### config.mk
export PLATFORM = sky130hd
export DESIGN_NAME = scsp_top
export DESIGN_NICKNAME = d
export VERILOG_FILES = /design/src/scsp_pkg.sv /design/src/scsp_sync.sv /design/src/scsp_top.sv
export SDC_FILE = /design/constraint.sdc
export NUM_CORES = 1
export LEC_CHECK = 0
export BUFFER_PORTS_ARGS = -buffer_cell sky130_fd_sc_hd__buf_2
export CAP_MARGIN = 5
export CORE_MARGIN = 5
export CORE_UTILIZATION = 59
export DETAILED_ROUTE_END_ITERATION = 10
export HOLD_SLACK_MARGIN = 0.12
export PLACE_DENSITY = 0.84
export SLEW_MARGIN = 20
export SYNTH_ARGS = -nofsm -noshare
export SYNTH_HDL_FRONTEND = slang
export SYNTH_SLANG_ARGS = --single-unit
### constraint.sdc
create_clock -name mclk -period 4.61 [get_ports mclk]
set_input_delay 0.2305 -clock mclk [delete_from_list [all_inputs] [get_ports mclk]]
set_output_delay 0.2305 -clock mclk [all_outputs]
set_load 0.02 [all_outputs]
### src/scsp_pkg.sv
package scsp_pkg;

  // Register map
  localparam logic [7:0] SCSP_CTRL_OFFSET   = 8'hD8;
  localparam logic [7:0] SCSP_STATUS_OFFSET = 8'hD9;

  // Control register field positions
  localparam int SCSP_FAST_SOURCE_POS = 7;
  localparam int SCSP_SUB_OSC_POS     = 6;
  localparam int SCSP_SYSCLK_FAST_POS = 5;
  localparam int SCSP_SLOW_SOURCE_POS = 4;
  localparam int SCSP_SUB_HALT_POS    = 3;
  localparam int SCSP_DIVIDER_LSB     = 0;

  // Reset values
  localparam logic [7:0] SCSP_CTRL_RESET = 8'h05;
  localparam logic [2:0] SCSP_DIV_RESET  = 3'h5;

  // Prescaler codes and half-period counter width
  localparam logic [2:0] SCSP_DIV_CODE_MAX = 3'h5;
  localparam int         SCSP_CNT_W        = 5;

  // Oscillator inputs, one bit each
  localparam int SCSP_OSC_COUNT = 5;

  typedef struct packed {
    logic       fastSourcePick;
    logic       subOscPick;
    logic       sysclkFastPick;
    logic       slowSourcePick;
    logic       subOscHalt;
    logic [2:0] sysclkDivider;
  } scsp_ctrl_type;

  // Source and divider that actually drive the system clock
  typedef struct packed {
    logic       fastSel;
    logic       fastSourcePick;
    logic       subOscPick;
    logic       slowSourcePick;
    logic       subOscHalt;
    logic [2:0] divCode;
  } scsp_active_type;

  typedef struct packed {
    logic slowRc;
    logic slowCrystal;
    logic fastRc;
    logic fastCrystal;
    logic resistanceFreq;
  } scsp_osc_type;

endpackage

### src/scsp_sync.sv
module scsp_sync
  import scsp_pkg::*;
#(
  parameter int W = 1
) (
  // Clock and reset
  input  wire logic         mclk,
  input  wire logic         rst,
  // Asynchronous levels in, synchronised levels out
  input  wire logic [W-1:0] asyncIn,
  output logic      [W-1:0] syncOut
);

  logic [W-1:0] stage1_r;
  logic [W-1:0] stage1_nxt;
  logic [W-1:0] stage2_r;
  logic [W-1:0] stage2_nxt;

  initial begin
    if (W < 1) begin
      $error("scsp_sync: W must be at least 1");
    end
  end

  always_comb begin
    stage1_nxt = asyncIn;
    stage2_nxt = stage1_r;
  end

  always_ff @(posedge mclk) begin
    if (rst) begin
      stage1_r <= '0;
      stage2_r <= '0;
    end else begin
      stage1_r <= stage1_nxt;
      stage2_r <= stage2_nxt;
    end
  end

  assign syncOut = stage2_r;

endmodule // scsp_sync

### src/scsp_top.sv
module scsp_top
  import scsp_pkg::*;
#(
  parameter int ADDR_W = 8
) (
  // Clock and reset
  input  wire logic              mclk,
  input  wire logic              rst,
  // Register port
  input  wire logic [ADDR_W-1:0] regAddr,
  input  wire logic [7:0]        regWrData,
  input  wire logic              regWrStrobe,
  input  wire logic              regRdStrobe,
  output logic      [7:0]        regRdData_r,
  // Oscillator clocks, asynchronous to mclk
  input  wire scsp_osc_type      oscIn,
  // Oscillator control and system clock
  output logic                   fastRcRun_r,
  output logic                   fastCrystalRun_r,
  output logic                   fastXtalPins_r,
  output logic                   slowXtalPins_r,
  output logic                   sysClk_r
);

  initial begin
    if (ADDR_W < 8) begin
      $error("scsp_top: ADDR_W must be at least 8");
    end
  end

  scsp_osc_type oscSync;

  scsp_sync #(
    .W       (SCSP_OSC_COUNT)
  ) u_osc_sync (
    .mclk    (mclk),
    .rst     (rst),
    .asyncIn (oscIn),
    .syncOut (oscSync)
  );

  // Register file
  scsp_ctrl_type ctrl_r;
  scsp_ctrl_type ctrl_nxt;
  logic [7:0]    regRdData_nxt;
  logic          ctrlWr;
  logic          ctrlRd;
  logic          statusRd;
  scsp_ctrl_type wrVal;
  logic          pending;

  assign wrVal    = scsp_ctrl_type'(regWrData);
  assign ctrlWr   = regWrStrobe && (regAddr == ADDR_W'(SCSP_CTRL_OFFSET));
  assign ctrlRd   = regRdStrobe && (regAddr == ADDR_W'(SCSP_CTRL_OFFSET));
  assign statusRd = regRdStrobe && (regAddr == ADDR_W'(SCSP_STATUS_OFFSET));

  // Clock generation state
  scsp_active_type act_r;
  scsp_active_type act_nxt;
  scsp_active_type want;
  logic [SCSP_CNT_W-1:0] cnt_r;
  logic [SCSP_CNT_W-1:0] cnt_nxt;
  logic srcPrev_r;
  logic srcPrev_nxt;
  logic sysClk_nxt;
  logic fastRcRun_nxt;
  logic fastCrystalRun_nxt;
  logic srcLvl;
  logic srcEdge;

  // Source level seen through a given selection
  function automatic logic srcLevel(scsp_active_type s, scsp_osc_type o);
    logic fastLvl;
    logic slowLvl;
    fastLvl = 1'b0;
    slowLvl = 1'b0;
    if (s.fastSourcePick) begin
      fastLvl = o.resistanceFreq;
    end else if (!s.subOscHalt) begin
      fastLvl = s.subOscPick ? o.fastCrystal : o.fastRc;
    end
    slowLvl = s.slowSourcePick ? o.slowCrystal : o.slowRc;
    return s.fastSel ? fastLvl : slowLvl;
  endfunction

  // Source half periods in one half period of the system clock, minus one
  function automatic logic [SCSP_CNT_W-1:0] halfTarget(logic [2:0] code);
    logic [SCSP_CNT_W-1:0] t;
    t = '0;
    if (code <= SCSP_DIV_CODE_MAX) begin
      t = SCSP_CNT_W'((6'h20 >> code) - 6'h01);
    end
    return t;
  endfunction

  always_comb begin
    ctrl_nxt      = ctrl_r;
    regRdData_nxt = 8'h00;
    if (ctrlWr) begin
      ctrl_nxt.sysclkDivider = wrVal.sysclkDivider;
      if (!ctrl_r.sysclkFastPick) begin
        ctrl_nxt.fastSourcePick = wrVal.fastSourcePick;
        ctrl_nxt.subOscPick     = wrVal.subOscPick;
      end
      if (!ctrl_r.subOscHalt || ctrl_r.fastSourcePick) begin
        ctrl_nxt.sysclkFastPick = wrVal.sysclkFastPick;
      end
      if (ctrl_r.sysclkFastPick) begin
        ctrl_nxt.slowSourcePick = wrVal.slowSourcePick;
      end
      if (!ctrl_r.sysclkFastPick || ctrl_r.fastSourcePick) begin
        ctrl_nxt.subOscHalt = wrVal.subOscHalt;
      end
    end
    if (ctrlRd) begin
      regRdData_nxt = ctrl_r;
    end else if (statusRd) begin
      regRdData_nxt = {pending, act_r.fastSel, act_r.divCode, 3'h0};
    end
  end

  always_ff @(posedge mclk) begin
    if (rst) begin
      ctrl_r      <= SCSP_CTRL_RESET;
      regRdData_r <= 8'h00;
    end else begin
      ctrl_r      <= ctrl_nxt;
      regRdData_r <= regRdData_nxt;
    end
  end

  // Source and divider settings wait at the end of a full period before they take hold; the oscillator run outputs follow ctrl_r one cycle later
  always_comb begin
    want.fastSel        = ctrl_r.sysclkFastPick;
    want.fastSourcePick = ctrl_r.fastSourcePick;
    want.subOscPick     = ctrl_r.subOscPick;
    want.slowSourcePick = ctrl_r.slowSourcePick;
    want.subOscHalt     = ctrl_r.subOscHalt;
    want.divCode        = ctrl_r.sysclkDivider;
    pending             = (want != act_r);
    srcLvl              = srcLevel(act_r, oscSync);
    srcEdge             = (srcLvl != srcPrev_r);
    act_nxt             = act_r;
    cnt_nxt             = cnt_r;
    sysClk_nxt          = sysClk_r;
    srcPrev_nxt         = srcLvl;
    fastRcRun_nxt       = !ctrl_r.subOscHalt && !ctrl_r.subOscPick;
    fastCrystalRun_nxt  = !ctrl_r.subOscHalt && ctrl_r.subOscPick;
    if (srcEdge) begin
      if (cnt_r >= halfTarget(act_r.divCode)) begin
        cnt_nxt = '0;
        if (!sysClk_r && pending) begin
          // Low phase is stretched, never cut short
          act_nxt     = want;
          srcPrev_nxt = srcLevel(want, oscSync);
        end else begin
          sysClk_nxt = !sysClk_r;
        end
      end else begin
        cnt_nxt = cnt_r + SCSP_CNT_W'(1);
      end
    end
  end

  always_ff @(posedge mclk) begin
    if (rst) begin
      act_r            <= '{fastSel: 1'b0, fastSourcePick: 1'b0,
                            subOscPick: 1'b0, slowSourcePick: 1'b0,
                            subOscHalt: 1'b0, divCode: SCSP_DIV_RESET};
      cnt_r            <= '0;
      srcPrev_r        <= 1'b0;
      sysClk_r         <= 1'b0;
      fastRcRun_r      <= 1'b1;
      fastCrystalRun_r <= 1'b0;
      fastXtalPins_r   <= 1'b0;
      slowXtalPins_r   <= 1'b0;
    end else begin
      act_r            <= act_nxt;
      cnt_r            <= cnt_nxt;
      srcPrev_r        <= srcPrev_nxt;
      sysClk_r         <= sysClk_nxt;
      fastRcRun_r      <= fastRcRun_nxt;
      fastCrystalRun_r <= fastCrystalRun_nxt;
      fastXtalPins_r   <= ctrl_r.subOscPick;
      slowXtalPins_r   <= ctrl_r.slowSourcePick;
    end
  end

  // Helper: source edges seen in each phase of the system clock
  logic [5:0] highEdges_r;
  logic [5:0] highEdges_nxt;
  logic [5:0] lowEdges_r;
  logic [5:0] lowEdges_nxt;

  always_comb begin
    highEdges_nxt = 6'h00;
    lowEdges_nxt  = 6'h00;
    if (sysClk_r) begin
      highEdges_nxt = highEdges_r + (srcEdge ? 6'h01 : 6'h00);
    end else begin
      // Saturates, since a stretched low phase has no upper bound
      lowEdges_nxt = lowEdges_r;
      if (srcEdge && (lowEdges_r != 6'h3F)) begin
        lowEdges_nxt = lowEdges_r + 6'h01;
      end
    end
  end

  always_ff @(posedge mclk) begin
    if (rst) begin
      highEdges_r <= 6'h00;
      lowEdges_r  <= 6'h00;
    end else begin
      highEdges_r <= highEdges_nxt;
      lowEdges_r  <= lowEdges_nxt;
    end
  end
endmodule // scsp_top

==> impl_metrics.py, run 1 <==
metrics = {
    "outcome": {
        "outcome": "complete, no violations",
    },
    "final_layout": {
        "multiInputGateArea_sq_mm": 0.001110,
        "flow.area_growth_from_synthesis_pct": 18.72,
        "sequential_cell_area_sq_um": 900.9,
        "layout_common_cells": "sky130_fd_sc_hd__dfxtp_1, sky130_fd_sc_hd__buf_2, sky130_fd_sc_hd__nand2_1",
        "finalNonFillerCells": 317,
        "mostFrequentLayoutCell": "sky130_fd_sc_hd__dfxtp_1",
        "n_fill_cell": 245,
        "layout_net_count": 305,
        "finalCoreUtilization_pct": 73.05,
        "antenna_cells": 0,
        "final_cell_area_sq_mm": 0.002476,
        "final_layout_size_suffix_gt1_share_pct": 18.45,
    },
    "place": {
        "postPlaceCellArea_sq_mm": 0.002283,
        "dpl.hpwl_um": 3021,
        "routabilityCongestion": 0.8233,
        "io_buffer_count": 37,
        "placed_cells": 298,
    },
    "worst_setup_path": {
        "rr_startpoint": "act_r[1]$_SDFFE_PP0P_",
        "reg2reg_setup_slack_ps": 1670,
        "crit_path_cell_trace": "inv_1 -> ha_1 -> or2_2 -> ha_1 -> o211ai_1 -> o21ai_1 -> a21oi_1 -> o21ai_1 -> o32ai_1",
        "critical_path_arrival_ps": 3220,
        "max_stage_delay_ps": 530,
        "critPathBufInv": 1,
        "largest_delay_share_family_worst_path": "compound AO/OA/AOI/OAI gates",
        "critPathRequiredTime_ps": 4880,
        "critical-path-slowest-cell": "sky130_fd_sc_hd__a21oi_1",
        "worstSetupStartpointType": "register",
        "worst-r2r-cell-count": 9,
        "critical_path.max_fanout": 7,
        "sort_of_element_at_the_end_of_the_critical_path": "register",
        "path_class": "register to register",
        "worst_r2r_endpoint": "cnt_r[4]$_SDFFE_PP0N_",
    },
    "global_route": {
        "number_of_global_route_vias_before_repair": 1745,
        "grtUsageTotal_pct": 19.16,
        "antenna_violations_before_repair": 0,
        "overflow": 0,
        "met2_usage_pct": 33.26,
        "grt.met3_usage_pct": 3.913,
        "global_route.peak_usage_layer": "met2",
        "grt_max_degree": 32,
        "grtUsageMet1_pct": 23.08,
        "grt_pass1_wl_um": 7686,
    },
    "yosys": {
        "synth_fp_nets": 259,
        "synth.yosys.seq_area_share_pct": 43.19,
        "synth_area_sq_mm": 0.002086,
        "ys_flop_type": "sky130_fd_sc_hd__dfxtp_1",
        "synthDistinctLibCells": 40,
        "synth_area_leaders": "sky130_fd_sc_hd__dfxtp_1, sky130_fd_sc_hd__mux2i_1, sky130_fd_sc_hd__ha_1",
        "synthesis.yosys.warnings": 0,
        "synth-edff-count": 0,
        "asr_flop_ratio_synth_pct": 0,
        "synth-seq-cells": 45,
        "yosysTopAreaCellShare_pct": 43.19,
        "syn_inst": 225,
        "syn-mean-instance-area_sq_um": 9.270,
        "area_leader_netlist": "sky130_fd_sc_hd__dfxtp_1",
    },
    "timing": {
        "slew_headroom_pct": 58.66,
        "setup_viol": 0,
        "worst_slew_pin_slew_ps": 620.0,
        "finalCritPeriodShare_pct": 63.87,
        "totalNegativeSetupSlack_ps": 0,
        "finalHoldViolCount": 0,
        "fin_worst_hold_slack_ps": 120.4,
        "grt_setup_unrepaired": "no",
        "skew_ps": 8.582,
        "report.final.slew_viol_count": 0,
        "maxClockFrequency_mhz": 339.6,
        "final_period_demand_of_the_worst_path_ps": 2944,
    },
    "cts": {
        "tritoncts": "built",
        "clk_pin_slew_ps": 130,
        "tritoncts_num_sinks": 45,
        "cts-buffers-inserted": 5,
        "max-clock-path-buffers": 2,
        "post_cts_hold_buffer_count": 12,
        "post_cts_resized": 0,
        "insertion_delay_to_the_later_sink_of_the_worst_skew_pair_ps": 350,
        "root_buffer": "sky130_fd_sc_hd__clkbuf_4",
        "clock_tree.htree_level_count": 2,
        "post_cts_buffers": 0,
    },
    "power_and_ir_drop": {
        "power.share.clock_pct": 34.5,
        "net_sw_share_pct": 21.62,
        "pwr-share-comb_pct": 6.7,
        "p_switching_mw": 0.1458,
        "internal_power_mw": 0.5286,
        "power_leakage_nw": 1.064,
        "vdd.ir_drop.worst_uv": 209.3,
        "relative_contribution_of_sequential_cells_to_total_power_pct": 58.8,
        "power_density_over_the_cells_mw_per_mm2": 272.4,
    },
    "floorplan": {
        "initial_core_util_pct": 61.54,
        "boundaryPins": 38,
        "die_w_um": 69.46,
        "rows": 21,
        "overall_die_height_um": 69.46,
        "dieArea_sq_mm": 0.004824,
        "core_region_area_sq_mm": 0.003390,
    },
    "hold_path": {
        "hp-start": "regWrData[4]",
        "min_delay_worst_endpoint": "ctrl_r[4]$_SDFFE_PP0P_",
        "min_path_type": "input port to register",
        "hold_path_depth": 3,
    },
    "drt": {
        "drt_iter0_drc": 119,
        "drt-pass1-iter-count": 4,
        "drt_drc_violations_left": 0,
        "drt-vias-per-instance": 5.353,
        "vias": 1697,
        "ant_nets": 0,
        "average_detailed_routed_wire_length_per_instance_um": 13.72,
        "finalWirelength_um": 4348,
    },
    "flow_run": {
        "cap_violations": 0,
    },
}
==> power by group through the flow <==
stage	sequential [mW]	clock (mW)	combinational (mW)
4_1_cts	0.397	0.234	0.0446
6_report	0.397	0.233	0.0449
3_3_place_gp	0.405	0	0.0356
5_1_grt	0.398	0.254	0.0499
2_1_floorplan	0.406	0	0.0227
3_5_place_dp	0.406	0	0.0368
==> sequential cells by signal, summed over array words and instances (netlist names), 5 cells and up <==
name	cells
act_r	8
cnt_r	5
ctrl_r	8
regRdData_r	8
u_osc_sync.stage1_r	5
u_osc_sync.syncOut	5
==> layer usage <==
layer	vias up	share of wire, %	wire [um]
li1	873	-	-
met1	782	44	1931
met2	31	50	2174
met3	11	3.3	142
met4	0	2.3	99
met5	-	0	0
==> Yosys cell counts (3+ instances only) <==
cell                       count
sky130_fd_sc_hd__a21oi_1       8
sky130_fd_sc_hd__and2_1        3
sky130_fd_sc_hd__clkbuf_1      9
sky130_fd_sc_hd__dfxtp_1      45
sky130_fd_sc_hd__ha_1          9
sky130_fd_sc_hd__inv_1         8
sky130_fd_sc_hd__mux2i_1      17
sky130_fd_sc_hd__nand2_1      24
sky130_fd_sc_hd__nand3_1       9
sky130_fd_sc_hd__nor2_1       17
sky130_fd_sc_hd__nor2b_1      15
sky130_fd_sc_hd__o211ai_1      4
sky130_fd_sc_hd__o21ai_1       5
sky130_fd_sc_hd__o32ai_1       3
sky130_fd_sc_hd__or2_2         3
sky130_fd_sc_hd__xor2_1        9
==> cell families (layout without fill, tap and decap cells) <==
group                      after synthesis  after routing  synth area share [%]
and+or+nand+nor                         89             89                 22.14
xor gates and xnor gates                10             10                 4.199
DFF                                     45             45                 43.19
adders and majority gates                9              9                 5.399
muxes                                   18             18                 8.878
AOI/OAI and AO/OA                       36             36                 12.60
buffers and inverters                   18             64                 3.599
==> per-stage QoR <==
step                worst slack [ps]  power (mW)
finish                          1666      0.6745
global route                    1397      0.7021
CTS                             1694      0.6756
detailed placement              1773      0.4424
global placement                1854      0.4411
floorplan                       2035      0.4285
==> layout make-up <==
type	instances	area share (%)
Multi-Input combinational cell	162	44.82
Timing Repair Buffer	49	12.33
Clock inverter	2	1.415
Sequential cell	45	36.38
Inverter	8	1.213
Clock buffer	5	1.516
Tap cell	46	2.324
==> tightest hold or removal path, stage by stage <==
cell	delay (ps)
sky130_fd_sc_hd__buf_2	70
sky130_fd_sc_hd__mux2i_1	50
sky130_fd_sc_hd__nor2_1	80
==> how the worst max path moves through the flow <==
stage / start / to / slack (ps) / cells past startpoint
floorplan: act_r[1]$_SDFFE_PP0P_ / act_r[4]$_SDFFE_PP0P_ / 2030 / 9
global placement: act_r[1]$_SDFFE_PP0P_ / cnt_r[3]$_SDFFE_PP0N_ / 1850 / 9
detailed placement: act_r[1]$_SDFFE_PP0P_ / cnt_r[4]$_SDFFE_PP0N_ / 1770 / 9
CTS: act_r[1]$_SDFFE_PP0P_ / cnt_r[4]$_SDFFE_PP0N_ / 1690 / 9
global route: act_r[1]$_SDFFE_PP0P_ / cnt_r[3]$_SDFFE_PP0N_ / 1400 / 9
finish: act_r[1]$_SDFFE_PP0P_ / cnt_r[4]$_SDFFE_PP0N_ / 1670 / 9
(Power assumes the default switching activity.)
==> inputs of run 2 (changes only) <==
Settings changed: CORE_UTILIZATION 59 to 49, PLACE_DENSITY 0.84 to 0.74.
Clock period 4.61 ns to 2.7 ns, I/O delays scaled along.
==> run 2 against run 1 <==
  * Count of clock-buffer cells in the layout grew 1
  * Power grew 90%
  * Flip-flop and latch count is the same
  * Fmax grew 17%
  * Register-to-register slack lost 1500 ps
  * Worst setup slack lost 1500 ps
  * Global-route usage shrank 1.6 points
  * Core utilization shrank 9.7 points
  * Critical path depth grew 1
  * Cell count grew 3.2%
  * Critical path type unchanged
  * Largest cell class unchanged
==> impl_metrics.py, run 2 (same netlist as run 1, synthesis figures left out) <==
metrics = {
    "outcome": {
        "outcome": "complete, no violations",
    },
    "place": {
        "placed_cells": 306,
        "io_buffer_count": 37,
        "postPlaceCellArea_sq_mm": 0.002318,
        "routabilityCongestion": 0.7670,
        "dpl.hpwl_um": 3166,
    },
    "final_layout": {
        "antenna_cells": 0,
        "layout_net_count": 310,
        "final_layout_size_suffix_gt1_share_pct": 19.86,
        "multiInputGateArea_sq_mm": 0.001110,
        "sequential_cell_area_sq_um": 900.9,
        "largestRegisters": "act_r x8, ctrl_r x8, regRdData_r x8",
        "flow.area_growth_from_synthesis_pct": 23.16,
        "n_fill_cell": 337,
        "final_cell_area_sq_mm": 0.002569,
        "layout_common_cells": "sky130_fd_sc_hd__dfxtp_1, sky130_fd_sc_hd__buf_2, sky130_fd_sc_hd__nand2_1",
        "finalNonFillerCells": 327,
        "mostFrequentLayoutCell": "sky130_fd_sc_hd__dfxtp_1",
    },
    "drt": {
        "drt-pass1-iter-count": 4,
        "drt-vias-per-instance": 5.287,
        "finalWirelength_um": 4486,
        "vias": 1729,
        "drt_drc_violations_left": 0,
        "ant_nets": 0,
        "average_detailed_routed_wire_length_per_instance_um": 13.72,
        "drt_iter0_drc": 97,
    },
    "global_route": {
        "antenna_violations_before_repair": 0,
        "number_of_global_route_vias_before_repair": 1727,
        "grtUsageTotal_pct": 17.61,
        "grt_max_degree": 32,
        "overflow": 0,
        "grt_pass1_wl_um": 7548,
    },
    "power_and_ir_drop": {
        "vdd.ir_drop.worst_uv": 389.3,
        "power_density_over_the_cells_mw_per_mm2": 499.9,
        "report.power.total_mw": 1.284,
        "power_leakage_nw": 1.106,
    },
    "cts": {
        "tritoncts": "built",
        "post_cts_resized": 0,
        "max-clock-path-buffers": 2,
        "cts-buffers-inserted": 5,
        "insertion_delay_to_the_later_sink_of_the_worst_skew_pair_ps": 300,
        "clk_pin_slew_ps": 80,
        "root_buffer": "sky130_fd_sc_hd__clkbuf_8",
        "clock_tree.htree_level_count": 2,
        "tritoncts_num_sinks": 45,
        "post_cts_buffers": 0,
    },
    "floorplan": {
        "boundaryPins": 38,
        "rows": 23,
        "initial_core_util_pct": 51.40,
        "dieArea_sq_mm": 0.005661,
        "die_w_um": 75.24,
        "overall_die_height_um": 75.24,
        "core_region_area_sq_mm": 0.004058,
    },
    "worst_setup_path": {
        "critical_path.max_fanout": 6,
        "path_class": "register to register",
        "critPathRequiredTime_ps": 2930,
        "worstSetupStartpoint": "act_r[1]$_SDFFE_PP0P_",
        "sort_of_element_at_the_end_of_the_critical_path": "register",
        "worst-r2r-cell-count": 10,
        "critical_path_arrival_ps": 2740,
        "reg2reg_setup_slack_ps": 190,
        "rr_startpoint": "act_r[1]$_SDFFE_PP0P_",
        "worst_r2r_endpoint": "act_r[1]$_SDFFE_PP0P_",
        "worstSetupStartpointType": "register",
    },
    "timing": {
        "grt_setup_unrepaired": "no",
        "report.final.slew_viol_count": 0,
        "skew_ps": 4.051,
        "slew_headroom_pct": 49.10,
        "maxClockFrequency_mhz": 397.9,
        "finalHoldViolCount": 0,
        "finalCritPeriodShare_pct": 93.08,
        "fin_worst_hold_slack_ps": 220.9,
        "totalNegativeSetupSlack_ps": 0,
        "final_period_demand_of_the_worst_path_ps": 2513,
        "worst_slew_pin_slew_ps": 753.2,
        "setup_viol": 0,
    },
    "hold_path": {
        "hold_path_depth": 3,
        "hp-start": "regAddr[0]",
        "min_delay_worst_endpoint": "regRdData_r[7]$_SDFF_PP0_",
        "min_path_type": "input port to register",
    },
    "flow_run": {
        "cap_violations": 0,
    },
}
-- run 2: cell types whose count changed in the layout (fill, tap and decap cells not counted), sizes merged --
| cell | before | now |
|---|---|---|
| buf | 37 | 41 |
| clkbuf | 5 | 6 |
| dlygate4sd3 | 12 | 13 |
| clkinvlp | 0 | 1 |
| clkinv | 1 | 0 |
-- run 2: what timing repair did --
action | in CTS | in global routing
hold buffers | 13 | 0
hold endpoints to repair | 13 | 0
endpoints found under the setup margin | 0 | 3
-- run 2: area by class of cell --
class,instances,share of cell area (%)
flip-flops and latches,45,35.07
inverters,8,1.169
well taps,50,2.435
clock buffers,6,3.215
repair buffers,54,13.44
multi-input cells,162,43.20
clock inverters,2,1.461
-- run 2: through the flow --
step / util [%] / setup WS, ps
2_1_floorplan: - / 124.6
3_3_place_gp: 57.14 / 260.9
3_5_place_dp: 57.14 / 154.8
4_1_cts: 63.31 / 129.1
5_1_grt: 63.31 / 20.87
6_report: 63.31 / 186.8
-- run 2: worst max-delay path by stage --
stage,slack [ps],depth (start not counted),end
2_1_floorplan,120,9,act_r[4]$_SDFFE_PP0P_
3_3_place_gp,260,10,act_r[1]$_SDFFE_PP0P_
3_5_place_dp,150,10,act_r[3]$_SDFFE_PP0P_
4_1_cts,130,10,act_r[1]$_SDFFE_PP0P_
5_1_grt,20,10,cnt_r[3]$_SDFFE_PP0N_
6_report,190,10,act_r[1]$_SDFFE_PP0P_
-- run 2: power breakdown --
part / leakage, nW / switching (mW) / internal (mW) / total, mW
clock network: 0.0574 / 0.229 / 0.301 / 0.529
registers: 0.365 / 0.00437 / 0.672 / 0.676
logic: 0.684 / 0.0363 / 0.0420 / 0.0783
-- run 2: critical path, stage by stage, from the launching register on --
cell and delay [ps]:
sky130_fd_sc_hd__dfxtp_1 310, sky130_fd_sc_hd__buf_4 150, sky130_fd_sc_hd__ha_1 220, sky130_fd_sc_hd__or2_2 280, sky130_fd_sc_hd__ha_1 280, sky130_fd_sc_hd__o211ai_1 90
sky130_fd_sc_hd__o21ai_1 170, sky130_fd_sc_hd__a21oi_1 130, sky130_fd_sc_hd__buf_4 170, sky130_fd_sc_hd__a211oi_4 380, sky130_fd_sc_hd__mux2i_1 240
-- run 2: per-layer routing --
metal	vias up	track usage, %	share of wire (%)
li1	881	-	-
met1	803	21.11	44
met2	35	30.17	49
met3	10	3.338	4.3
met4	0	8.544	2.1
met5	-	0	0
==> inputs of run 3 (changes only) <==
Settings changed: CTS_CLUSTER_SIZE set to 25, SLEW_MARGIN 20 to 5, SYNTH_HIERARCHICAL set to 1.
==> run 3 against run 2 <==
  * Combinational power fell by 4.2%
  * First-iteration DRC count fell by 35%
  * Synthesized cell count fell by 2.2%
  * Global-route usage fell by 0.45 points
  * Die area fell by 0.41%
  * Critical path depth rose by 1
==> impl_metrics.py, run 3 <==
metrics = {
    "outcome": {
        "outcome": "complete, no violations",
    },
    "worst_setup_path": {
        "worstSetupStartpointType": "register",
        "sort_of_element_at_the_end_of_the_critical_path": "register",
        "critPathRequiredTime_ps": 2930,
        "critical_path.max_fanout": 7,
        "critical_path_arrival_ps": 2760,
        "path_class": "register to register",
        "reg2reg_setup_slack_ps": 170,
    },
    "yosys": {
        "asr_flop_ratio_synth_pct": 0,
        "area_leader_netlist": "sky130_fd_sc_hd__dfxtp_1",
        "synth_most_common_cell": "sky130_fd_sc_hd__dfxtp_1",
        "synth-seq-cells": 45,
        "syn-mean-instance-area_sq_um": 9.435,
        "synth_area_leaders": "sky130_fd_sc_hd__dfxtp_1, sky130_fd_sc_hd__mux2i_1, sky130_fd_sc_hd__ha_1",
        "synthesis.yosys.warnings": 6,
        "synth-edff-count": 0,
        "yosysTopAreaCellShare_pct": 43.40,
        "most_common_library_cells_after_synthesis": "sky130_fd_sc_hd__dfxtp_1, sky130_fd_sc_hd__mux2i_1, sky130_fd_sc_hd__nor2_1",
        "synthDistinctLibCells": 40,
        "syn_inst": 220,
        "synth_fp_nets": 254,
        "ys_flop_type": "sky130_fd_sc_hd__dfxtp_1",
        "synth.yosys.seq_area_share_pct": 43.40,
        "synth_area_sq_mm": 0.002076,
    },
    "place": {
        "io_buffer_count": 37,
        "routabilityCongestion": 0.7814,
        "dpl.hpwl_um": 2922,
        "postPlaceCellArea_sq_mm": 0.002308,
        "worst_setup_slack_before_clock_tree_synthesis_ps": 37.98,
    },
    "timing": {
        "slew_headroom_pct": 59.87,
        "totalNegativeSetupSlack_ps": 0,
        "finalCritPeriodShare_pct": 93.64,
        "worst_slew_pin_slew_ps": 601.3,
        "finalHoldViolCount": 0,
        "final_period_demand_of_the_worst_path_ps": 2528,
        "grt_setup_unrepaired": "no",
        "maxClockFrequency_mhz": 395.5,
        "report.final.slew_viol_count": 0,
        "post-route-worst-setup-slack_ps": 171.6,
        "setup_viol": 0,
        "skew_ps": 6.043,
    },
    "drt": {
        "average_detailed_routed_wire_length_per_instance_um": 13.34,
        "drt-vias-per-instance": 5.239,
        "vias": 1687,
        "drt-pass1-iter-count": 4,
        "finalWirelength_um": 4296,
        "drt_iter0_drc": 63,
        "ant_nets": 0,
        "drt_drc_violations_left": 0,
    },
    "cts": {
        "tritoncts": "built",
        "clock_tree.htree_level_count": 2,
        "max-clock-path-buffers": 2,
        "root_buffer": "sky130_fd_sc_hd__clkbuf_8",
        "tritoncts_num_sinks": 45,
        "clk_pin_slew_ps": 90,
        "insertion_delay_to_the_later_sink_of_the_worst_skew_pair_ps": 300,
        "cts-buffers-inserted": 5,
    },
    "flow_run": {
        "cap_violations": 0,
    },
    "global_route": {
        "grt_max_degree": 32,
        "number_of_global_route_vias_before_repair": 1675,
        "grt_pass1_wl_um": 7334,
        "grtUsageTotal_pct": 17.16,
        "antenna_violations_before_repair": 0,
        "overflow": 0,
    },
    "floorplan": {
        "dieArea_sq_mm": 0.005638,
        "initial_core_util_pct": 51.16,
        "boundaryPins": 38,
        "core_region_area_sq_mm": 0.004058,
        "rows": 23,
        "die_w_um": 75.09,
        "overall_die_height_um": 75.09,
    },
    "final_layout": {
        "layout_net_count": 305,
        "antenna_cells": 0,
        "flow.area_growth_from_synthesis_pct": 23.33,
        "final_layout_size_suffix_gt1_share_pct": 21.32,
        "sequential_cell_area_sq_um": 902.1,
        "layout_common_cells": "sky130_fd_sc_hd__dfxtp_1, sky130_fd_sc_hd__buf_2, sky130_fd_sc_hd__mux2i_1",
        "mostFrequentLayoutCell": "sky130_fd_sc_hd__dfxtp_1",
        "largestRegisters": "act_r x8, ctrl_r x8, regRdData_r x8",
        "final_cell_area_sq_mm": 0.002560,
        "n_fill_cell": 354,
        "multiInputGateArea_sq_mm": 0.001096,
    },
    "power_and_ir_drop": {
        "power_density_over_the_cells_mw_per_mm2": 499.5,
        "vdd.ir_drop.worst_uv": 398.2,
        "power_leakage_nw": 1.112,
    },
    "hold_path": {
        "min_path_type": "input port to register",
    },
}
## run 3: power by group
part           leakage, nW  total, mW  internal [mW]  switching (mW)
registers            0.366      0.677          0.672         0.00444
clock network       0.0591      0.527          0.282           0.245
logic                0.687     0.0750         0.0411          0.0339
## run 3: worst max-delay path, cell delays in order (launching register included)
cell	delay, ps
sky130_fd_sc_hd__dfxtp_2	390
sky130_fd_sc_hd__inv_1	100
sky130_fd_sc_hd__ha_1	230
sky130_fd_sc_hd__or2_2	310
sky130_fd_sc_hd__ha_1	280
sky130_fd_sc_hd__o211ai_1	90
sky130_fd_sc_hd__o21ai_1	180
sky130_fd_sc_hd__a21oi_1	120
sky130_fd_sc_hd__buf_4	160
sky130_fd_sc_hd__a211oi_4	200
sky130_fd_sc_hd__buf_6	190
sky130_fd_sc_hd__mux2i_1	200
## run 3: area by class of cell
class	instances	share of cell area [%]
inverters	9	1.320
well taps	50	2.444
clock inverters	3	1.857
multi-input cells	156	42.82
flip-flops and latches	45	35.24
clock buffers	5	2.688
repair buffers	54	13.64
## run 3: metal layers
metal  part of all wire (%)  wire, um  track usage [%]  vias to the layer above
li1                       -         -                -                      865
met1                     46      1989            21.29                      777
met2                     46      1964            28.92                       40
met3                    6.8       293            5.073                        5
met4                    1.1        48            4.743                        0
met5                      0         0                0                        -
## run 3: stage by stage
step           util [%]  power [mW]  hold WS (ps)  cells
2_1_floorplan         -      0.7282         206.6    220
3_3_place_gp      56.89      0.7524         343.1    301
5_1_grt           63.09       1.336         206.2    322
6_report          63.09       1.279         184.2    322
4_1_cts           63.00       1.292         179.2    322
3_5_place_dp      56.89      0.7529         352.8    301
## run 3: path summary, 6_finish.rpt
kind / cells past startpoint / start / to
max: 11 / act_r[1]$_SDFFE_PP0P_ / act_r[7]$_SDFFE_PP0P_
min: 3 / regAddr[0] / regRdData_r[7]$_SDFF_PP0_
max reg2reg: 11 / act_r[1]$_SDFFE_PP0P_ / act_r[7]$_SDFFE_PP0P_
min reg2reg: 1 / u_osc_sync/stage1_r[0]$_SDFF_PP0_ / u_osc_sync/syncOut[0]$_SDFF_PP0_
## run 3: cell families after synthesis
kind of cell / count (synthesis) / share of synthesized area, %
XOR/XNOR: 10 / 4.220
flip-flops: 45 / 43.40
AO/OA/AOI/OAI: 34 / 12.00
AND/OR/NAND/NOR: 81 / 20.25
buffers and inverters: 19 / 3.797
adder cells (fa/ha/maj): 9 / 5.425
multiplexers: 22 / 10.91
## run 3: timing repair
item,4_1_cts,5_1_grt
hold buffers,13,0
gates resized for setup,1,2
buffers inserted,0,0
setup endpoints to repair,2,7
hold endpoints to repair,13,0
